[config.mk]
export PLATFORM = sky130hd
export DESIGN_NAME = ptu_timer
export DESIGN_NICKNAME = d
export VERILOG_FILES = /design/src/ptu_prescaler.v /design/src/ptu_timer.v
export VERILOG_INCLUDE_DIRS = /design/src
export SDC_FILE = /design/constraint.sdc
export NUM_CORES = 1
export LEC_CHECK = 0
export BUFFER_PORTS_ARGS = -buffer_cell sky130_fd_sc_hd__buf_2
export CAP_MARGIN = 20
export CORE_ASPECT_RATIO = 0.6
export CORE_MARGIN = 4
export CORE_UTILIZATION = 44
export CTS_CLUSTER_DIAMETER = 100
export DETAILED_ROUTE_END_ITERATION = 12
export PLACE_DENSITY = 0.65
export RECOVER_POWER = 100
export SLEW_MARGIN = 5
export SYNTH_ARGS = -nofsm -noshare
export SYNTH_HDL_FRONTEND = slang
export SYNTH_HIERARCHICAL = 1
export SYNTH_SLANG_ARGS = --single-unit
[constraint.sdc]
create_clock -name mclk_in -period 3.1 [get_ports mclk_in]
set_input_delay 0.31 -clock mclk_in [delete_from_list [all_inputs] [get_ports mclk_in]]
set_output_delay 0.31 -clock mclk_in [all_outputs]
set_load 0.03 [all_outputs]
[src/ptu_map.vh]
// register map, field positions and reset values of the protocol timer unit
`ifndef PTU_MAP_VH
`define PTU_MAP_VH

// ------------------------------------------------------------
// register indices (byte address = 4 * index)
// ------------------------------------------------------------
`define PTU_IDX_MODE          8'h2A
`define PTU_IDX_PRESC         8'h2B
`define PTU_IDX_RELOAD_HI     8'h2C
`define PTU_IDX_RELOAD_LO     8'h2D
`define PTU_IDX_COUNT_HI      8'h2E
`define PTU_IDX_COUNT_LO      8'h2F
`define PTU_IDX_CONFIG        8'h40
`define PTU_IDX_COMMAND       8'h41
`define PTU_IDX_STATE         8'h42
`define PTU_IDX_IRQ_STATUS    8'h43
`define PTU_IDX_IRQ_MASK      8'h44

// ------------------------------------------------------------
// mode register fields
// ------------------------------------------------------------
`define PTU_MODE_AUTO_BIT     7
`define PTU_MODE_GATE_HI      6
`define PTU_MODE_GATE_LO      5
`define PTU_MODE_RELOAD_BIT   4
`define PTU_MODE_PRE_HI       3
`define PTU_MODE_PRE_LO       0

// gate source codes
`define PTU_GATE_SIGNAL_IN    2'h1
`define PTU_GATE_AUX_ONE      2'h2
`define PTU_GATE_ADDR_THREE   2'h3

// ------------------------------------------------------------
// config, command, state and interrupt fields
// ------------------------------------------------------------
`define PTU_CFG_RX_MULTI_BIT  0
`define PTU_CFG_EVEN_DIV_BIT  1
`define PTU_CFG_INIT_RF_BIT   2
`define PTU_CMD_STOP_BIT      0
`define PTU_CMD_START_BIT     1
`define PTU_ST_RUNNING_BIT    0
`define PTU_IRQ_EXPIRY_BIT    0
`define PTU_IRQ_START_BIT     1
`define PTU_IRQ_RXSTOP_BIT    2
`define PTU_IRQ_WIDTH         3

// ------------------------------------------------------------
// reset values and protocol counts
// ------------------------------------------------------------
`define PTU_RST_BYTE          8'h00
`define PTU_RST_IRQ           3'h0
`define PTU_RX_STOP_106       3'h5
`define PTU_RX_STOP_OTHER     3'h4

`endif

[src/ptu_prescaler.v]
// prescaler that turns the system clock into one-cycle timer ticks
`timescale 1ns/1ps
`default_nettype none

module ptu_prescaler #(
   parameter PRE_W = 12
) (
   // clock and reset
   input  wire             mclk_in,
   input  wire             rst_n_in,
   // control
   input  wire             run_in,
   input  wire             restart_in,
   input  wire             even_in,
   input  wire [PRE_W-1:0] presc_in,
   // tick
   output wire             tick_out
);

   reg  [PRE_W:0] div_cnt_r;
   wire [PRE_W:0] div_last;

   // odd divide is 2p+1 cycles, even divide 2p+2; the count runs last..0
   assign div_last = {presc_in, even_in};
   assign tick_out = run_in & ~restart_in & (div_cnt_r == {(PRE_W+1){1'b0}});

   always @(posedge mclk_in or negedge rst_n_in) begin
      if (!rst_n_in) begin
         div_cnt_r <= {(PRE_W+1){1'b0}};
      end else if (restart_in || !run_in) begin
         div_cnt_r <= div_last;
      end else if (div_cnt_r == {(PRE_W+1){1'b0}}) begin
         div_cnt_r <= div_last;
      end else begin
         div_cnt_r <= div_cnt_r - {{PRE_W{1'b0}}, 1'b1};
      end
   end

endmodule

`default_nettype wire

[src/ptu_timer.v]
// protocol timer unit: avalon register slave, start/stop logic and 16-bit down counter
`timescale 1ns/1ps
`default_nettype none

`include "ptu_map.vh"

module ptu_timer #(
   parameter CNT_W = 16,
   parameter PRE_W = 12
) (
   // clock and reset
   input  wire        mclk_in,
   input  wire        rst_n_in,
   // avalon-mm slave
   input  wire [9:0]  avs_address_in,
   input  wire        avs_read_in,
   input  wire        avs_write_in,
   input  wire [31:0] avs_writedata_in,
   input  wire [3:0]  avs_byteenable_in,
   output wire        avs_waitrequest_out,
   output reg  [31:0] avs_readdata_out,
   // protocol events from the transceiver core
   input  wire        tx_end_in,
   input  wire        rx_bit_in,
   input  wire        mode_106_ab_in,
   input  wire        rf_field_on_in,
   // gate pins
   input  wire        signal_input_pin_in,
   input  wire        auxiliary_pin_one_in,
   input  wire        address_pin_three_in,
   // status
   output wire        running_flag_out,
   output wire        irq_out
);

   // ------------------------------------------------------------
   // declarations
   // ------------------------------------------------------------
   reg  [7:0]             mode_r;
   reg  [7:0]             presc_lo_r;
   reg  [7:0]             reload_hi_r;
   reg  [7:0]             reload_lo_r;
   reg  [2:0]             config_r;
   reg  [`PTU_IRQ_WIDTH-1:0] irq_sts_r;
   reg  [`PTU_IRQ_WIDTH-1:0] irq_mask_r;
   reg  [`PTU_IRQ_WIDTH-1:0] irq_sts_nxt;
   reg  [CNT_W-1:0]       count_r;
   reg  [CNT_W-1:0]       count_nxt;
   reg                    running_r;
   reg                    running_nxt;
   reg  [2:0]             rx_bits_r;
   reg  [2:0]             rx_bits_nxt;
   reg                    ack_r;
   reg  [3:0]             gate_meta_r;
   reg  [3:0]             gate_sync_r;
   reg                    field_prev_r;

   wire                   bus_req;
   wire                   wr_en;
   wire [7:0]             index;
   wire [7:0]             wr_byte;
   wire                   auto_start;
   wire [1:0]             gate_sel;
   wire                   reload_on_zero;
   wire                   receive_multiple;
   wire                   even_divide_select;
   wire                   initial_field_on;
   wire [PRE_W-1:0]       prescaler;
   wire [CNT_W-1:0]       reload_value;
   wire                   stop_now_command;
   wire                   start_now_command;
   wire                   field_rise;
   wire                   start_evt;
   wire                   rx_stop_evt;
   wire                   stop_evt;
   wire                   gate_open;
   wire                   tick;
   wire [2:0]             rx_stop_at;
   wire [2:0]             rx_bits_inc;

   // ------------------------------------------------------------
   // helpers
   // ------------------------------------------------------------
   // one register byte, zero-extended to the bus width
   function [31:0] byte_word;
      input [7:0] val_f;
      begin
         byte_word = {24'h000000, val_f};
      end
   endfunction

   // an accepted write that targets the given register index
   function wr_hit;
      input       en_f;
      input [7:0] idx_f;
      input [7:0] target_f;
      begin
         wr_hit = en_f & (idx_f == target_f);
      end
   endfunction

   // ------------------------------------------------------------
   // field decode
   // ------------------------------------------------------------
   assign auto_start         = mode_r[`PTU_MODE_AUTO_BIT];
   assign gate_sel           = mode_r[`PTU_MODE_GATE_HI:`PTU_MODE_GATE_LO];
   assign reload_on_zero     = mode_r[`PTU_MODE_RELOAD_BIT];
   assign receive_multiple   = config_r[`PTU_CFG_RX_MULTI_BIT];
   assign even_divide_select = config_r[`PTU_CFG_EVEN_DIV_BIT];
   assign initial_field_on   = config_r[`PTU_CFG_INIT_RF_BIT];
   assign prescaler          = {mode_r[`PTU_MODE_PRE_HI:`PTU_MODE_PRE_LO], presc_lo_r};
   assign reload_value       = {reload_hi_r, reload_lo_r};

   // ------------------------------------------------------------
   // avalon slave: one wait cycle, then the answer
   // ------------------------------------------------------------
   // waitrequest drops in the cycle after the request is seen; the write
   // lands on the edge where the master samples it low
   assign bus_req             = avs_read_in | avs_write_in;
   assign avs_waitrequest_out = bus_req & ~ack_r;
   assign wr_en               = avs_write_in & ack_r & avs_byteenable_in[0];
   assign index               = avs_address_in[9:2];
   assign wr_byte             = avs_writedata_in[7:0];

   assign stop_now_command  = wr_hit(wr_en, index, `PTU_IDX_COMMAND) & wr_byte[`PTU_CMD_STOP_BIT];
   assign start_now_command = wr_hit(wr_en, index, `PTU_IDX_COMMAND) & wr_byte[`PTU_CMD_START_BIT];

   always @(posedge mclk_in or negedge rst_n_in) begin
      if (!rst_n_in) begin
         ack_r <= 1'b0;
      end else begin
         ack_r <= bus_req & ~ack_r;
      end
   end

   // read data captured with the first edge so it stands at the answering edge
   always @(posedge mclk_in or negedge rst_n_in) begin
      if (!rst_n_in) begin
         avs_readdata_out <= 32'h00000000;
      end else if (avs_read_in && !ack_r) begin
         if (index == `PTU_IDX_MODE) begin
            avs_readdata_out <= byte_word(mode_r);
         end else if (index == `PTU_IDX_PRESC) begin
            avs_readdata_out <= byte_word(presc_lo_r);
         end else if (index == `PTU_IDX_RELOAD_HI) begin
            avs_readdata_out <= byte_word(reload_hi_r);
         end else if (index == `PTU_IDX_RELOAD_LO) begin
            avs_readdata_out <= byte_word(reload_lo_r);
         end else if (index == `PTU_IDX_COUNT_HI) begin
            avs_readdata_out <= byte_word(count_r[15:8]);
         end else if (index == `PTU_IDX_COUNT_LO) begin
            avs_readdata_out <= byte_word(count_r[7:0]);
         end else if (index == `PTU_IDX_CONFIG) begin
            avs_readdata_out <= {29'h00000000, config_r};
         end else if (index == `PTU_IDX_STATE) begin
            avs_readdata_out <= {31'h00000000, running_r};
         end else if (index == `PTU_IDX_IRQ_STATUS) begin
            avs_readdata_out <= {29'h00000000, irq_sts_r};
         end else if (index == `PTU_IDX_IRQ_MASK) begin
            avs_readdata_out <= {29'h00000000, irq_mask_r};
         end else begin
            avs_readdata_out <= 32'h00000000;
         end
      end
   end

   // ------------------------------------------------------------
   // software-owned registers
   // ------------------------------------------------------------
   // reload bytes may change at any time; the counter only sees them at a start or at a reload on zero
   always @(posedge mclk_in or negedge rst_n_in) begin
      if (!rst_n_in) begin
         mode_r      <= `PTU_RST_BYTE;
         presc_lo_r  <= `PTU_RST_BYTE;
         reload_hi_r <= `PTU_RST_BYTE;
         reload_lo_r <= `PTU_RST_BYTE;
         config_r    <= 3'h0;
         irq_mask_r  <= `PTU_RST_IRQ;
      end else if (wr_en) begin
         if (index == `PTU_IDX_MODE) begin
            mode_r <= wr_byte;
         end else if (index == `PTU_IDX_PRESC) begin
            presc_lo_r <= wr_byte;
         end else if (index == `PTU_IDX_RELOAD_HI) begin
            reload_hi_r <= wr_byte;
         end else if (index == `PTU_IDX_RELOAD_LO) begin
            reload_lo_r <= wr_byte;
         end else if (index == `PTU_IDX_CONFIG) begin
            config_r <= wr_byte[2:0];
         end else if (index == `PTU_IDX_IRQ_MASK) begin
            irq_mask_r <= wr_byte[`PTU_IRQ_WIDTH-1:0];
         end
      end
   end

   // ------------------------------------------------------------
   // pin synchronisers
   // ------------------------------------------------------------
   // gate pins and the field detector come from outside this clock
   always @(posedge mclk_in or negedge rst_n_in) begin
      if (!rst_n_in) begin
         gate_meta_r  <= 4'h0;
         gate_sync_r  <= 4'h0;
         field_prev_r <= 1'b0;
      end else begin
         gate_meta_r  <= {rf_field_on_in, address_pin_three_in, auxiliary_pin_one_in, signal_input_pin_in};
         gate_sync_r  <= gate_meta_r;
         field_prev_r <= gate_sync_r[3];
      end
   end

   assign field_rise = gate_sync_r[3] & ~field_prev_r;

   // ------------------------------------------------------------
   // gate selection
   // ------------------------------------------------------------
   // gate only holds back decrements; the running flag ignores it
   assign gate_open = (gate_sel == `PTU_GATE_SIGNAL_IN)  ? gate_sync_r[0] :
                      (gate_sel == `PTU_GATE_AUX_ONE)    ? gate_sync_r[1] :
                      (gate_sel == `PTU_GATE_ADDR_THREE) ? gate_sync_r[2] :
                      1'b1;

   // ------------------------------------------------------------
   // start and stop events
   // ------------------------------------------------------------
   // protocol events only count when auto start is on
   assign start_evt = (auto_start & tx_end_in)
                    | (auto_start & initial_field_on & field_rise)
                    | start_now_command;

   assign rx_stop_at  = mode_106_ab_in ? `PTU_RX_STOP_106 : `PTU_RX_STOP_OTHER;
   assign rx_bits_inc = rx_bits_r + 3'h1;

   assign rx_stop_evt = auto_start & ~receive_multiple & running_r
                      & rx_bit_in & (rx_bits_inc == rx_stop_at);

   assign stop_evt = stop_now_command | rx_stop_evt;

   // received bits are counted from the start event onward
   always @* begin
      rx_bits_nxt = rx_bits_r;
      if (start_evt) begin
         rx_bits_nxt = 3'h0;
      end else if (rx_bit_in && running_r && rx_bits_r != 3'h7) begin
         rx_bits_nxt = rx_bits_inc;
      end
   end

   // ------------------------------------------------------------
   // prescaler
   // ------------------------------------------------------------
   ptu_prescaler #(
      .PRE_W (PRE_W)
   ) u_presc (
      .mclk_in    (mclk_in),
      .rst_n_in   (rst_n_in),
      .run_in     (running_r),
      .restart_in (start_evt),
      .even_in    (even_divide_select),
      .presc_in   (prescaler),
      .tick_out   (tick)
   );

   // ------------------------------------------------------------
   // down counter
   // ------------------------------------------------------------
   // a stop in the same cycle as a start wins, so software can always halt
   always @* begin
      count_nxt   = count_r;
      running_nxt = running_r;
      irq_sts_nxt = irq_sts_r;
      if (wr_hit(wr_en, index, `PTU_IDX_IRQ_STATUS)) begin
         irq_sts_nxt = irq_sts_r & ~wr_byte[`PTU_IRQ_WIDTH-1:0];
      end
      if (stop_evt) begin
         running_nxt = 1'b0;
         if (rx_stop_evt) begin
            irq_sts_nxt[`PTU_IRQ_RXSTOP_BIT] = 1'b1;
         end
      end else if (start_evt) begin
         count_nxt   = reload_value;
         running_nxt = 1'b1;
         irq_sts_nxt[`PTU_IRQ_START_BIT] = 1'b1;
      end else if (running_r && tick && gate_open) begin
         if (count_r == {CNT_W{1'b0}}) begin
            if (reload_on_zero) begin
               count_nxt = reload_value;
            end else begin
               running_nxt = 1'b0;
               irq_sts_nxt[`PTU_IRQ_EXPIRY_BIT] = 1'b1;
            end
         end else begin
            count_nxt = count_r - {{(CNT_W-1){1'b0}}, 1'b1};
            if (count_r == {{(CNT_W-1){1'b0}}, 1'b1} && !reload_on_zero) begin
               running_nxt = 1'b0;
               irq_sts_nxt[`PTU_IRQ_EXPIRY_BIT] = 1'b1;
            end
         end
      end
   end

   always @(posedge mclk_in or negedge rst_n_in) begin
      if (!rst_n_in) begin
         count_r   <= {CNT_W{1'b0}};
         running_r <= 1'b0;
         rx_bits_r <= 3'h0;
         irq_sts_r <= `PTU_RST_IRQ;
      end else begin
         count_r   <= count_nxt;
         running_r <= running_nxt;
         rx_bits_r <= rx_bits_nxt;
         irq_sts_r <= irq_sts_nxt;
      end
   end

   // ------------------------------------------------------------
   // outputs
   // ------------------------------------------------------------
   assign running_flag_out = running_r;
   assign irq_out          = |(irq_sts_r & irq_mask_r);

endmodule

`default_nettype wire

Word-level counts from Yosys, hierarchy flattened
Index checks and enable logic that the tools add are counted.
W data, S select, Z words.
{ "classes": {"div": 0, "n_bitwise": 34, "muxes": 38, "add_sub_neg": 3, "n_shift": 0, "magnitude_cmp": 0, "eq_ne": 19, "mul": 0, "reduce_logical": 25} }
{ "op_table": {"columns": ["operator", "n"], "rows": [
  ["$mux W16", 4],
  ["$eq A8 B6 Y1 const B", 6],
  ["$mux W8", 6],
  ["$eq A8 B7 Y1 const B", 5],
  ["$mux W13", 2],
  ["$mux W3", 7],
  ["$mux W1", 18],
  ["$and A1 B1 Y1", 17],
  ["$eq A16 B1 Y1 const B", 1],
  ["$logic_not A16 Y1", 1],
  ["$sub A16 B1 Y16 const B", 1],
  ["$logic_not A13 Y1", 1],
  ["$sub A13 B1 Y13 const B", 1],
  ["$not A1 Y1", 10],
  ["$reduce_and A3 Y1", 3],
  ["$reduce_and A7 Y1", 1],
  ["$and A3 B3 Y3", 2],
  ["$logic_and A1 B1 Y1", 6],
  ["$reduce_and A6 Y1", 1],
  ["$reduce_and A5 Y1", 1],
  ["$eq A2 B2 Y1 const B", 2],
  ["$ne A4 B3 Y1 const B", 1],
  ["$or A1 B1 Y1", 4],
  ["$reduce_and A4 Y1", 1],
  ["14 further kinds", 17]
]} }
{ "totals": {"ram_bits": 0, "rom_bits": 0, "register_bits": 116, "latchBits": 0, "memories": 0, "word_cells": 135, "output_inout_bits": 35} }

Longest topological paths before layout
Gate-level depths: netlist of run 1.
{ "depth": {"word_depth": 13, "mapped_depth": 13, "depth_no_buf": 10} }

Cells and area by module
Netlist of run 1, hierarchy kept.
{ "modules_own_cells": {"columns": ["mod", "area_per_inst_um2", "cells_per_inst", "n_inst", "seq_area_each_um2"], "rows": [
  ["ptu_timer", 4554.4, 417, 1, 1976.9],
  ["ptu_prescaler", 837.1, 65, 1, 325.3]
]} }

Least setup slack after synthesis of run 1
OpenSTA, ideal clock, no wires.
{ "synth_timing": {"path_type": "register -> register", "start": "register config_r[2]", "end": "register count_r[6]", "setup_time_ps": 135, "path_slack_ps": 571, "path_stages_with_launch": 13, "arrival_time_ps": 2394, "synth_period_minus_slack_ps": 2529, "path_buffers": 2, "path_cell_list": "dfrtp_1 > and3b_1 > o21a_1 > nor2_2 > buf_6 > inv_1 > nor3b_1 > nand2_1 > a211oi_1 > o41ai_2 > buf_4 > a221oi_1 > o22ai_1"} }
{ "synth_via": {"elab_chain_cells": 11} }
{ "synth_rtl": {"columns": ["item", "line_no", "source"], "rows": [
  ["start: declaration", "ptu_timer.v:43", "reg [2:0] config_r;"],
  ["start signal: assignment", "ptu_timer.v:189", "config_r <= wr_byte[2:0];"],
  ["$and A1 B1 Y1 (2 in series)", "ptu_timer.v:228", "| (auto_start & initial_field_on & field_rise)"],
  ["$or A1 B1 Y1", "ptu_timer.v:228", null],
  ["$or A1 B1 Y1", "ptu_timer.v:229", "| start_now_command;"],
  ["named net start_evt", "ptu_timer.v:73", "wire start_evt;"],
  ["$not A1 Y1", "ptu_prescaler.v:25", "assign tick_out = run_in & ~restart_in & (div_cnt_r == {(PRE_W+1){1'b0}});"],
  ["$and A1 B1 Y1 (2 in series)", "ptu_prescaler.v:25", null],
  ["named net tick", "ptu_timer.v:77", "wire tick;"],
  ["$logic_and A1 B1 Y1 (2 in series)", "ptu_timer.v:284", "end else if (running_r && tick && gate_open) begin"],
  ["$reduce_bool A2 Y1 (no line)", null, null],
  ["$reduce_and A3 Y1 (no line)", null, null],
  ["end signal: assignment", "ptu_timer.v:304", "count_r <= {CNT_W{1'b0}};"],
  ["end signal: assignment", "ptu_timer.v:309", "count_r <= count_nxt;"],
  ["end: declaration", "ptu_timer.v:47", "reg [CNT_W-1:0] count_r;"]
]} }
The timed path passes the listed nets, and every way through them passes these cells.
A chain may end at the register's enable or synchronous reset.

Worst setup path after layout of run 1
{ "layout_timing": {"start": "input avs_address_in[4]", "end": "register mode_r[3]"} }
{ "layout_via": {"elab_chain_cells": 2} }
{ "layout_rtl": {"columns": ["item", "line_no", "source"], "rows": [
  ["start: declaration", "ptu_timer.v:15", "input wire [9:0] avs_address_in,"],
  ["$eq A8 B6 Y1 (no line)", null, null],
  ["$reduce_and A2 Y1 (no line)", null, null],
  ["end signal: assignment", "ptu_timer.v:173", "mode_r <= `PTU_RST_BYTE;"],
  ["end signal: assignment", "ptu_timer.v:181", "mode_r <= wr_byte;"],
  ["end: declaration", "ptu_timer.v:39", "reg [7:0] mode_r;"]
]} }
No other way between the ends.

==> run summary, run 1 <==
CP bufs+invs = 2
Initial Utilization = 0.463
DRC violations left = 0
placeable core area = 11600 um2
R2R depth = 11
Final min period = 2.84 ns
Hold Fails Final Rpt = 0
Worst Hold Class = in2reg
area leader, netlist = dfrtp_1
fin area = 5790 um2
routed vias = 4058
crit path capture type = flip-flop
Worst setup SP type = primary input
Final ANT Viol Nets = 0
status = finished with violations
cell types occupying the most area after synthesis = dfrtp_1 (43%), mux2_2 (6.9%), mux2_4 (4.7%)
Area after DPL = 5640 um2
Worst-path clk slew = 0.07 ns
Port Buffers = 38
critical path class = in2reg
Clock Skews = 0.00397 ns
post-synthesis sequential area ratio = 0.427
vias in the first global route = 3993
DRT Wirelength = 14.0 mm
initial DRC count = 373
Clock Root Buffer = clkbuf_16
die height = 93.7 um
initial antenna violation count = 0
Mapped Avg Cell Area = 11.2 um2
Yosys reg bits = 92
CP Max Fanout = 20
Worst path top cell family by delay = simple AND/OR/NAND/NOR gates
grt ovf = 0
area share of xor/xnor cells in the synthesized design = 0.0211
first-pass GRT wire length = 22.1 mm
Max Clock Freq = 352 MHz
Critical Path AT = 3.07 ns
Final Max Slew Viols = 93
largest net degree at the start of global routing = 66
synth unique cells = 73
cell area after synthesis = 5390 um2
critical-path cell list = clkbuf_1 > clkbuf_2 > nand2b_1 > or4_1 > nor3_1 > mux2_2
mux cell area share after synthesis = 0.184
asr flop ratio synth = 1.00
drt pass-1 iters = 5
RSZ-0062 raised after global routing = false
Worst Hold Slack = 0.0697 ns
failing checks = max-capacitance violations, max-slew violations
dpl hpwl = 10.4 mm
Final nets = 586
row cnt = 30
gr usage total = 0.204
area delta synth->final = 7.45%
insertion delay to the later sink of the worst-skew pair = 0.34 ns
final cycle utilization of the critical path = 0.917
Worst EP required = 3.33 ns
CTS tree = built
max_slew headroom = -0.0762
synthesized instance count = 482
slowest stage cell, crit path = nor3_1
Die Area = 14100 um2
final setup violation count = 0
worst-margin pin slew = 1.61 ns
Ys Warns = 6
largest family of logic cells by synthesized area = multiplexers
die span in x = 151 um
Critical Path Stages = 6
Synth Area in Adders = 0.0162
H-tree depth = 3
simple-gate share of the synthesized area = 0.157
peak supply drop = 326 uV
number of enable flip-flop cells after synthesis = 0
number of setup buffers added after CTS = 0
P_leak = 2.71 nW
max-cap violations = 2
I/O Pins = 92
clk buf depth = 2
Compound-Gate Fraction of Synth Area = 0.121
Pwr Density = 662 nW/um2
share of Yosys cell area claimed by the top area cell type = 0.427
hold path cells = 1
Primary FF master, synth = dfrtp_1
top post-synthesis cells by count = dfrtp_1 (92), nand2_1 (37), mux2_2 (33), buf_4 (26), nor2_1 (26)
largest stage delay on the critical path = 0.97 ns
Final TNS setup = 0 ns
layout cells sized above 1 = 0.199
Antenna Cells = 0
Num CTS Buffers = 9
CTS sink count = 92
most frequent cell after synthesis = dfrtp_1
GP Congestion = 0.949
Avg Vias per Cell = 5.91
DR WL/cell = 20.3 um
==> path summary, 6_finish.rpt <==
kind / startpoint / to / slack [ns]
max in group asynchronous: rst_n_in / mode_r[5] / 1.20
setup reg to reg: config_r[2] / count_r[1] / 0.34
hold reg to reg: gate_meta_r[1] / gate_sync_r[1] / 0.35
hold / removal: rf_field_on_in / gate_meta_r[3] / 0.07
setup / recovery: avs_address_in[4] / mode_r[3] / 0.26
min in group asynchronous: rst_n_in / u_presc/div_cnt_r[5] / 0.37
==> logic make-up (layout without fill, tap and decap cells) <==
| family | Yosys count | in the layout |
|---|---|---|
| AOI/OAI and AO/OA | 86 | 86 |
| xor gates and xnor gates | 13 | 13 |
| adders and majority gates | 7 | 7 |
| buffers and inverters | 64 | 86 |
| DFF | 92 | 92 |
| muxes | 80 | 80 |
| other | 1 | 24 |
| and+or+nand+nor | 139 | 139 |
==> cell usage in the layout, fill, tap and decap left out, types with 3 or more instances in the layout <==
master,count
a21oi_1,8
a221oi_1,11
a22o_1,3
a22oi_1,5
a2bb2oi_1,9
buf_2,24
buf_4,8
clkbuf_1,16
clkbuf_16,9
clkbuf_2,3
conb_1,24
dfrtp_1,92
ha_1,7
inv_1,19
mux2_1,20
mux2_2,32
mux2i_1,23
mux4_2,5
nand2_1,37
nand2b_1,6
nand3_1,12
nand4_1,3
nor2_1,26
nor3_1,13
nor3_2,3
nor4_1,5
o2111ai_1,4
o211ai_1,3
o21ai_0,17
o22ai_1,5
o31a_1,3
or2_2,3
or3_1,6
xnor2_1,11
==> state kept, by name, indices dropped and copies added, names as in the netlist, 4 cells and up <==
register,cells
count_r,16
mode_r,8
avs_readdata_out,8
u_presc/div_cnt_r,13
presc_lo_r,8
reload_lo_r,8
gate_meta_r,4
gate_sync_r,4
reload_hi_r,8
==> layout make-up <==
cell class | count | area [um2]
flip-flops and latches | 92 | 2300
multi-input cells | 349 | 2650
well taps | 160 | 200
fillers | 1087 | 5840
inverters | 19 | 71.3
clock inverters | 6 | 71.3
clock buffers | 10 | 239
repair buffers | 51 | 255
==> layer usage <==
layer	track usage	vias to the layer above	wire length [um]
met5	0.0192	-	0
met4	0.0324	0	82
met3	0.0699	14	1400
met2	0.280	199	5730
met1	0.312	2023	6770
li1	-	1822	-
==> stage by stage <==
stage                      util  std cells  power [mW]  setup WS (ns)
after floorplan               -        505        2.55          0.571
after global placement    0.485        671        2.75          0.256
after detailed placement  0.485        671        2.80          0.218
after CTS                 0.512        687        3.96          0.197
after global routing      0.498        687        4.05         0.0819
final                     0.498        687        3.84          0.258
==> worst reg2reg max path: stages (launching register included) <==
cell and delay (ns):
dfrtp_1 0.38, and3b_1 0.18, o21a_1 0.26, nor2_2 0.15
inv_1 0.13, nor3b_1 0.20, nand2_1 0.09, a211oi_2 0.26
o41ai_1 0.13, buf_4 0.22, a21oi_2 0.43, mux2i_1 0.25
==> power breakdown <==
group	leakage [nW]	internal, mW	total [mW]	switching [mW]
Combinational	1.36	0.557	1.24	0.680
Sequential	1.20	1.31	1.45	0.137
Clock	0.151	0.656	1.15	0.495
Total	2.71	2.53	3.84	1.31
==> what timing repair did <==
item / CTS / global route
hold buffers: 0 / 0
endpoints found under the hold margin: 0 / 0
endpoints found under the setup margin: 0 / 11
resized for setup: 0 / 1
Note: power is estimated with default switching activity, not from simulation.
==> run 2, diff against run 1 <==
--- a/config.mk
+++ b/config.mk
@@ -8,14 +8,15 @@
 export LEC_CHECK = 0
 export BUFFER_PORTS_ARGS = -buffer_cell sky130_fd_sc_hd__buf_2
 export CAP_MARGIN = 20
+export CELL_PAD_IN_SITES_DETAIL_PLACEMENT = 0
+export CELL_PAD_IN_SITES_GLOBAL_PLACEMENT = 1
 export CORE_ASPECT_RATIO = 0.6
 export CORE_MARGIN = 4
 export CORE_UTILIZATION = 44
 export CTS_CLUSTER_DIAMETER = 100
 export DETAILED_ROUTE_END_ITERATION = 12
-export PLACE_DENSITY = 0.65
+export PLACE_DENSITY_LB_ADDON = 0.1
 export RECOVER_POWER = 100
-export SLEW_MARGIN = 5
 export SYNTH_ARGS = -nofsm -noshare
 export SYNTH_HDL_FRONTEND = slang
 export SYNTH_HIERARCHICAL = 1
==> run summary, run 2 (synthesis gave the netlist of run 1 again) <==
status = finished with violations
failing checks = max-capacitance violations, max-slew violations
Placed Cells = 674
Final Max Slew Viols = 93
gr usage total = 0.206
area delta synth->final = 9.00%
final cycle utilization of the critical path = 0.922
Worst setup SP type = primary input
Clock Skews = 0.00600 ns
Final nets = 590
Hold Fails Final Rpt = 0
Worst Hold Class = in2reg
most frequent cells in the layout = dfrtp_1 (92), nand2_1 (37), mux2_2 (33), nor2_1 (27), conb_1 (24)
initial antenna violation count = 0
crit path capture type = flip-flop
placeable core area = 11600 um2
final setup violation count = 0
area occupied by multi-input gates = 2690 um2
Min-Delay Startpoint = auxiliary_pin_one_in
routed vias = 3976
CTS sink count = 92
Antenna Cells = 0
switch share = 0.331
Worst EP required = 3.33 ns
Clock Root Buffer = clkbuf_16
crit path launch = avs_address_in[3]
Max Clock Freq = 350 MHz
Final ANT Viol Nets = 0
clk buf depth = 2
DR WL/cell = 20.5 um
CTS tree = built
NetSw = 1.30 mW
die height = 93.7 um
worst-margin pin slew = 2.28 ns
grt ovf = 0
power share of the combinational group = 0.326
R2R setup slack = 0.29 ns
Port Buffers = 38
Fill cells = 1090
Clk pwr share = 0.307
Critical Path AT = 3.08 ns
Worst-path clk slew = 0.07 ns
DRT Wirelength = 14.2 mm
number of setup buffers added after CTS = 0
Die Area = 14100 um2
reg-to-reg startpoint = config_r[2]
final non-filler cell total = 691
vias in the first global route = 3800
drt pass-1 iters = 4
GP Congestion = 0.843
largest net degree at the start of global routing = 93
Avg Vias per Cell = 5.75
P_leak = 2.75 nW
critical path class = in2reg
biggest regs = count_r x16, u_presc/div_cnt_r x13
Seq pwr share = 0.367
Final min period = 2.86 ns
max_slew headroom = -0.523
die span in x = 151 um
FF+latch area = 2300 um2
H-tree depth = 3
row cnt = 30
Initial Utilization = 0.463
CP Max Fanout = 20
dpl hpwl = 10.5 mm
commonest non-fill, non-tap cell in the layout = dfrtp_1
Power Internal = 2.63 mW
Largest register FFs = 16
max-cap violations = 1
DRC violations left = 0
Final TNS setup = 0 ns
Num CTS Buffers = 9
Post-CTS Hold Buffers = 0
insertion delay to the later sink of the worst-skew pair = 0.34 ns
layout cells sized above 1 = 0.218
register name with the most flops = count_r
first-pass GRT wire length = 22.1 mm
CTS resizes = 0
RSZ-0062 raised after global routing = false
I/O Pins = 92
peak supply drop = 350 uV
Pwr Density = 669 nW/um2
initial DRC count = 242
-- run 2: layout make-up --
cell class,count,area share
clock buffers,9,0.0383
clock inverters,7,0.0164
inverters,19,0.0121
multi-input cells,349,0.458
flip-flops and latches,92,0.392
well taps,160,0.0341
repair buffers,55,0.0490
-- run 2: metal layers --
| layer | vias to the layer above | share of wire | global-route usage | routed length, um |
|---|---|---|---|---|
| met4 | 0 | 0.0066 | 0.0377 | 93 |
| met5 | - | 0 | 0 | 0 |
| li1 | 1820 | - | - | - |
| met1 | 2022 | 0.53 | 0.337 | 7520 |
| met3 | 10 | 0.053 | 0.0405 | 757 |
| met2 | 124 | 0.41 | 0.277 | 5790 |
-- run 2: final timing paths --
| kind | end | depth (start not counted) |
|---|---|---|
| min reg2reg | gate_sync_r[1] | 0 |
| max in group asynchronous | count_r[10] | 2 |
| max | mode_r[5] | 6 |
| min in group asynchronous | u_presc/div_cnt_r[6] | 2 |
| min | gate_meta_r[1] | 1 |
| max reg2reg | count_r[5] | 12 |
-- run 2: power by group through the flow --
stage	sequential, mW	combinational [mW]	clock, mW
after global placement	1.46	1.35	0
after global routing	1.46	1.40	1.26
after CTS	1.44	1.38	1.22
after detailed placement	1.46	1.37	0
after floorplan	1.45	1.09	0
final	1.44	1.28	1.20
-- run 2: stage by stage --
stage	power, mW	area, um2	util	setup slack [ns]	hold slack [ns]
2_1_floorplan	2.55	5480	-	0.571	0.0144
3_3_place_gp	2.81	5680	0.488	0.168	0.337
3_5_place_dp	2.83	5680	0.488	0.108	0.337
4_1_cts	4.04	6000	0.516	0.104	0.0382
5_1_grt	4.13	5880	0.505	0.0293	0.0613
6_report	3.93	5880	0.505	0.243	0.0702
-- run 2: critical path, stage by stage --
cell	delay [ns]
clkbuf_1	0.11
clkbuf_2	0.45
nand2b_1	0.17
or4_4	0.59
nor3_1	1.02
mux2_2	0.43
==> run 3, diff against run 2 <==
==> constraint.sdc (replaced) <==
create_clock -name mclk_in -period 3 [get_ports mclk_in]
set_input_delay 0.3 -clock mclk_in [delete_from_list [all_inputs] [get_ports mclk_in]]
set_output_delay 0.3 -clock mclk_in [all_outputs]
set_load 0.02 [all_outputs]
==> run summary, run 3 (synthesis gave the netlist of run 1 again) <==
Max Clock Freq = 363 MHz
met2 WL post-DR = 5.72 mm
Final Max Slew Viols = 93
largest net degree at the start of global routing = 93
I/O Pins = 92
Avg Vias per Cell = 5.78
Hold Fails Final Rpt = 0
CTS sink count = 92
Final min period = 2.75 ns
layout cells sized above 1 = 0.215
CP bufs+invs = 1
Final nets = 595
DRC violations left = 0
max-cap violations = 1
Top Metal Used = met4
biggest regs = count_r x16, u_presc/div_cnt_r x13
status = finished with violations
P_leak = 2.76 nW
RSZ-0062 raised after global routing = false
routed vias = 4020
critical-path cell list = and3b_1 > o21a_1 > nor2_1 > inv_1 > nor3b_1 > nand2_1 > a211oi_4 > o41ai_4 > a21oi_2 > mux2i_1
slowest stage cell, crit path = a21oi_2
clk buf depth = 2
Area after DPL = 5720 um2
Worst setup SP type = flip-flop
final setup violation count = 0
grt ovf = 0
gr usage total = 0.212
most frequent cells in the layout = dfrtp_1 (92), nand2_1 (37), mux2_2 (33), nor2_1 (27)
crit path capture type = flip-flop
die height = 93.7 um
hold path cells = 1
commonest non-fill, non-tap cell in the layout = dfrtp_1
register name with the most flops = count_r
reg-to-reg startpoint = config_r[2]
Initial Utilization = 0.463
R2R setup slack = 0.25 ns
Worst EP required = 3.27 ns
reg2reg end = count_r[1]
max_slew headroom = -0.532
Post-CTS Hold Buffers = 0
drt pass-1 iters = 5
power share of the combinational group = 0.323
Worst-path clk slew = 0.07 ns
Antenna Cells = 0
Worst Hold Slack = 0.0584 ns
Power Internal = 2.73 mW
Port Buffers = 38
die span in x = 151 um
largest stage delay on the critical path = 0.53 ns
row cnt = 30
Final TNS setup = 0 ns
critical path class = reg2reg
Clock Skews = 0.00700 ns
DR WL/cell = 20.6 um
fin area = 5900 um2
Post-Route M1 WL = 7.37 mm
Critical Path AT = 3.02 ns
Pwr Density = 686 nW/um2
initial antenna violation count = 0
Largest register FFs = 16
peak supply drop = 454 uV
number of setup buffers added after CTS = 0
insertion delay to the later sink of the worst-skew pair = 0.34 ns
worst-margin pin slew = 2.30 ns
switch share = 0.326
dpl hpwl = 10.6 mm
Num CTS Buffers = 9
Final ANT Viol Nets = 0
Worst Hold Class = in2reg
Clk pwr share = 0.309
failing checks = max-capacitance violations, max-slew violations
area delta synth->final = 9.51%
vias in the first global route = 3835
GP Congestion = 0.863
hold endpoint = gate_meta_r[0]
NetSw = 1.32 mW
initial DRC count = 402
Worst path top cell family by delay = compound AO/OA/AOI/OAI gates
Final Util = 0.507
CTS tree = built
DRT Wirelength = 14.3 mm
CP Max Fanout = 10
first-pass GRT wire length = 22.8 mm
Seq pwr share = 0.368
final cycle utilization of the critical path = 0.918
Min-Delay Startpoint = signal_input_pin_in
DR WL met3 = 1.08 mm
placeable core area = 11600 um2
H-tree depth = 3
R2R depth = 10
Die Area = 14100 um2
Clock Root Buffer = clkbuf_16
[run 3: changes by cell type in the layout (fill, tap and decap cells not counted), sizes merged]
cell      delta
clkinvlp     +1
inv          -2
buf          +6
[run 3: per-layer routing]
metal	global-route usage	up-vias
met4	0.0452	0
li1	-	1829
met5	0	-
met2	0.283	181
met3	0.0521	12
met1	0.339	1998
[run 3: worst max-delay path by stage]
stage,from,slack [ns],cells after the start,end
CTS,u_presc/div_cnt_r[0],0.21,11,count_r[5]
global placement,u_presc/div_cnt_r[0],-0.04,10,count_r[1]
finish,config_r[2],0.25,10,count_r[1]
floorplan,config_r[2],0.47,12,count_r[6]
detailed placement,u_presc/div_cnt_r[0],-0.05,11,count_r[5]
global route,config_r[2],0.05,11,count_r[5]
[run 3: layout make-up]
type / count / area, um2
Clock buffer: 10 / 239
Clock inverter: 6 / 86.3
Fill cell: 1117 / 5730
Inverter: 19 / 71.3
Multi-Input combinational cell: 349 / 2690
Sequential cell: 92 / 2300
Tap cell: 160 / 200
Timing Repair Buffer: 60 / 320
[run 3: timing repair]
item | CTS | global route
setup endpoints to repair | 2 | 1
resized for setup | 1 | 2
cloned | 0 | 0
[run 3: through the flow]
stage                     instances  total power, mW  worst slack (ns)
final                           696             4.05             0.246
after CTS                       696             4.17             0.214
after floorplan                 505             2.61             0.474
after detailed placement        680             2.91           -0.0485
after global routing            696             4.30            0.0478
after global placement          680             2.89           -0.0357
[run 3: power groups by stage]
stage,registers (mW),logic [mW],clock network [mW]
2_1_floorplan,1.49,1.12,0
3_3_place_gp,1.51,1.38,0
3_5_place_dp,1.51,1.40,0
4_1_cts,1.49,1.41,1.28
5_1_grt,1.51,1.45,1.34
6_report,1.49,1.31,1.25
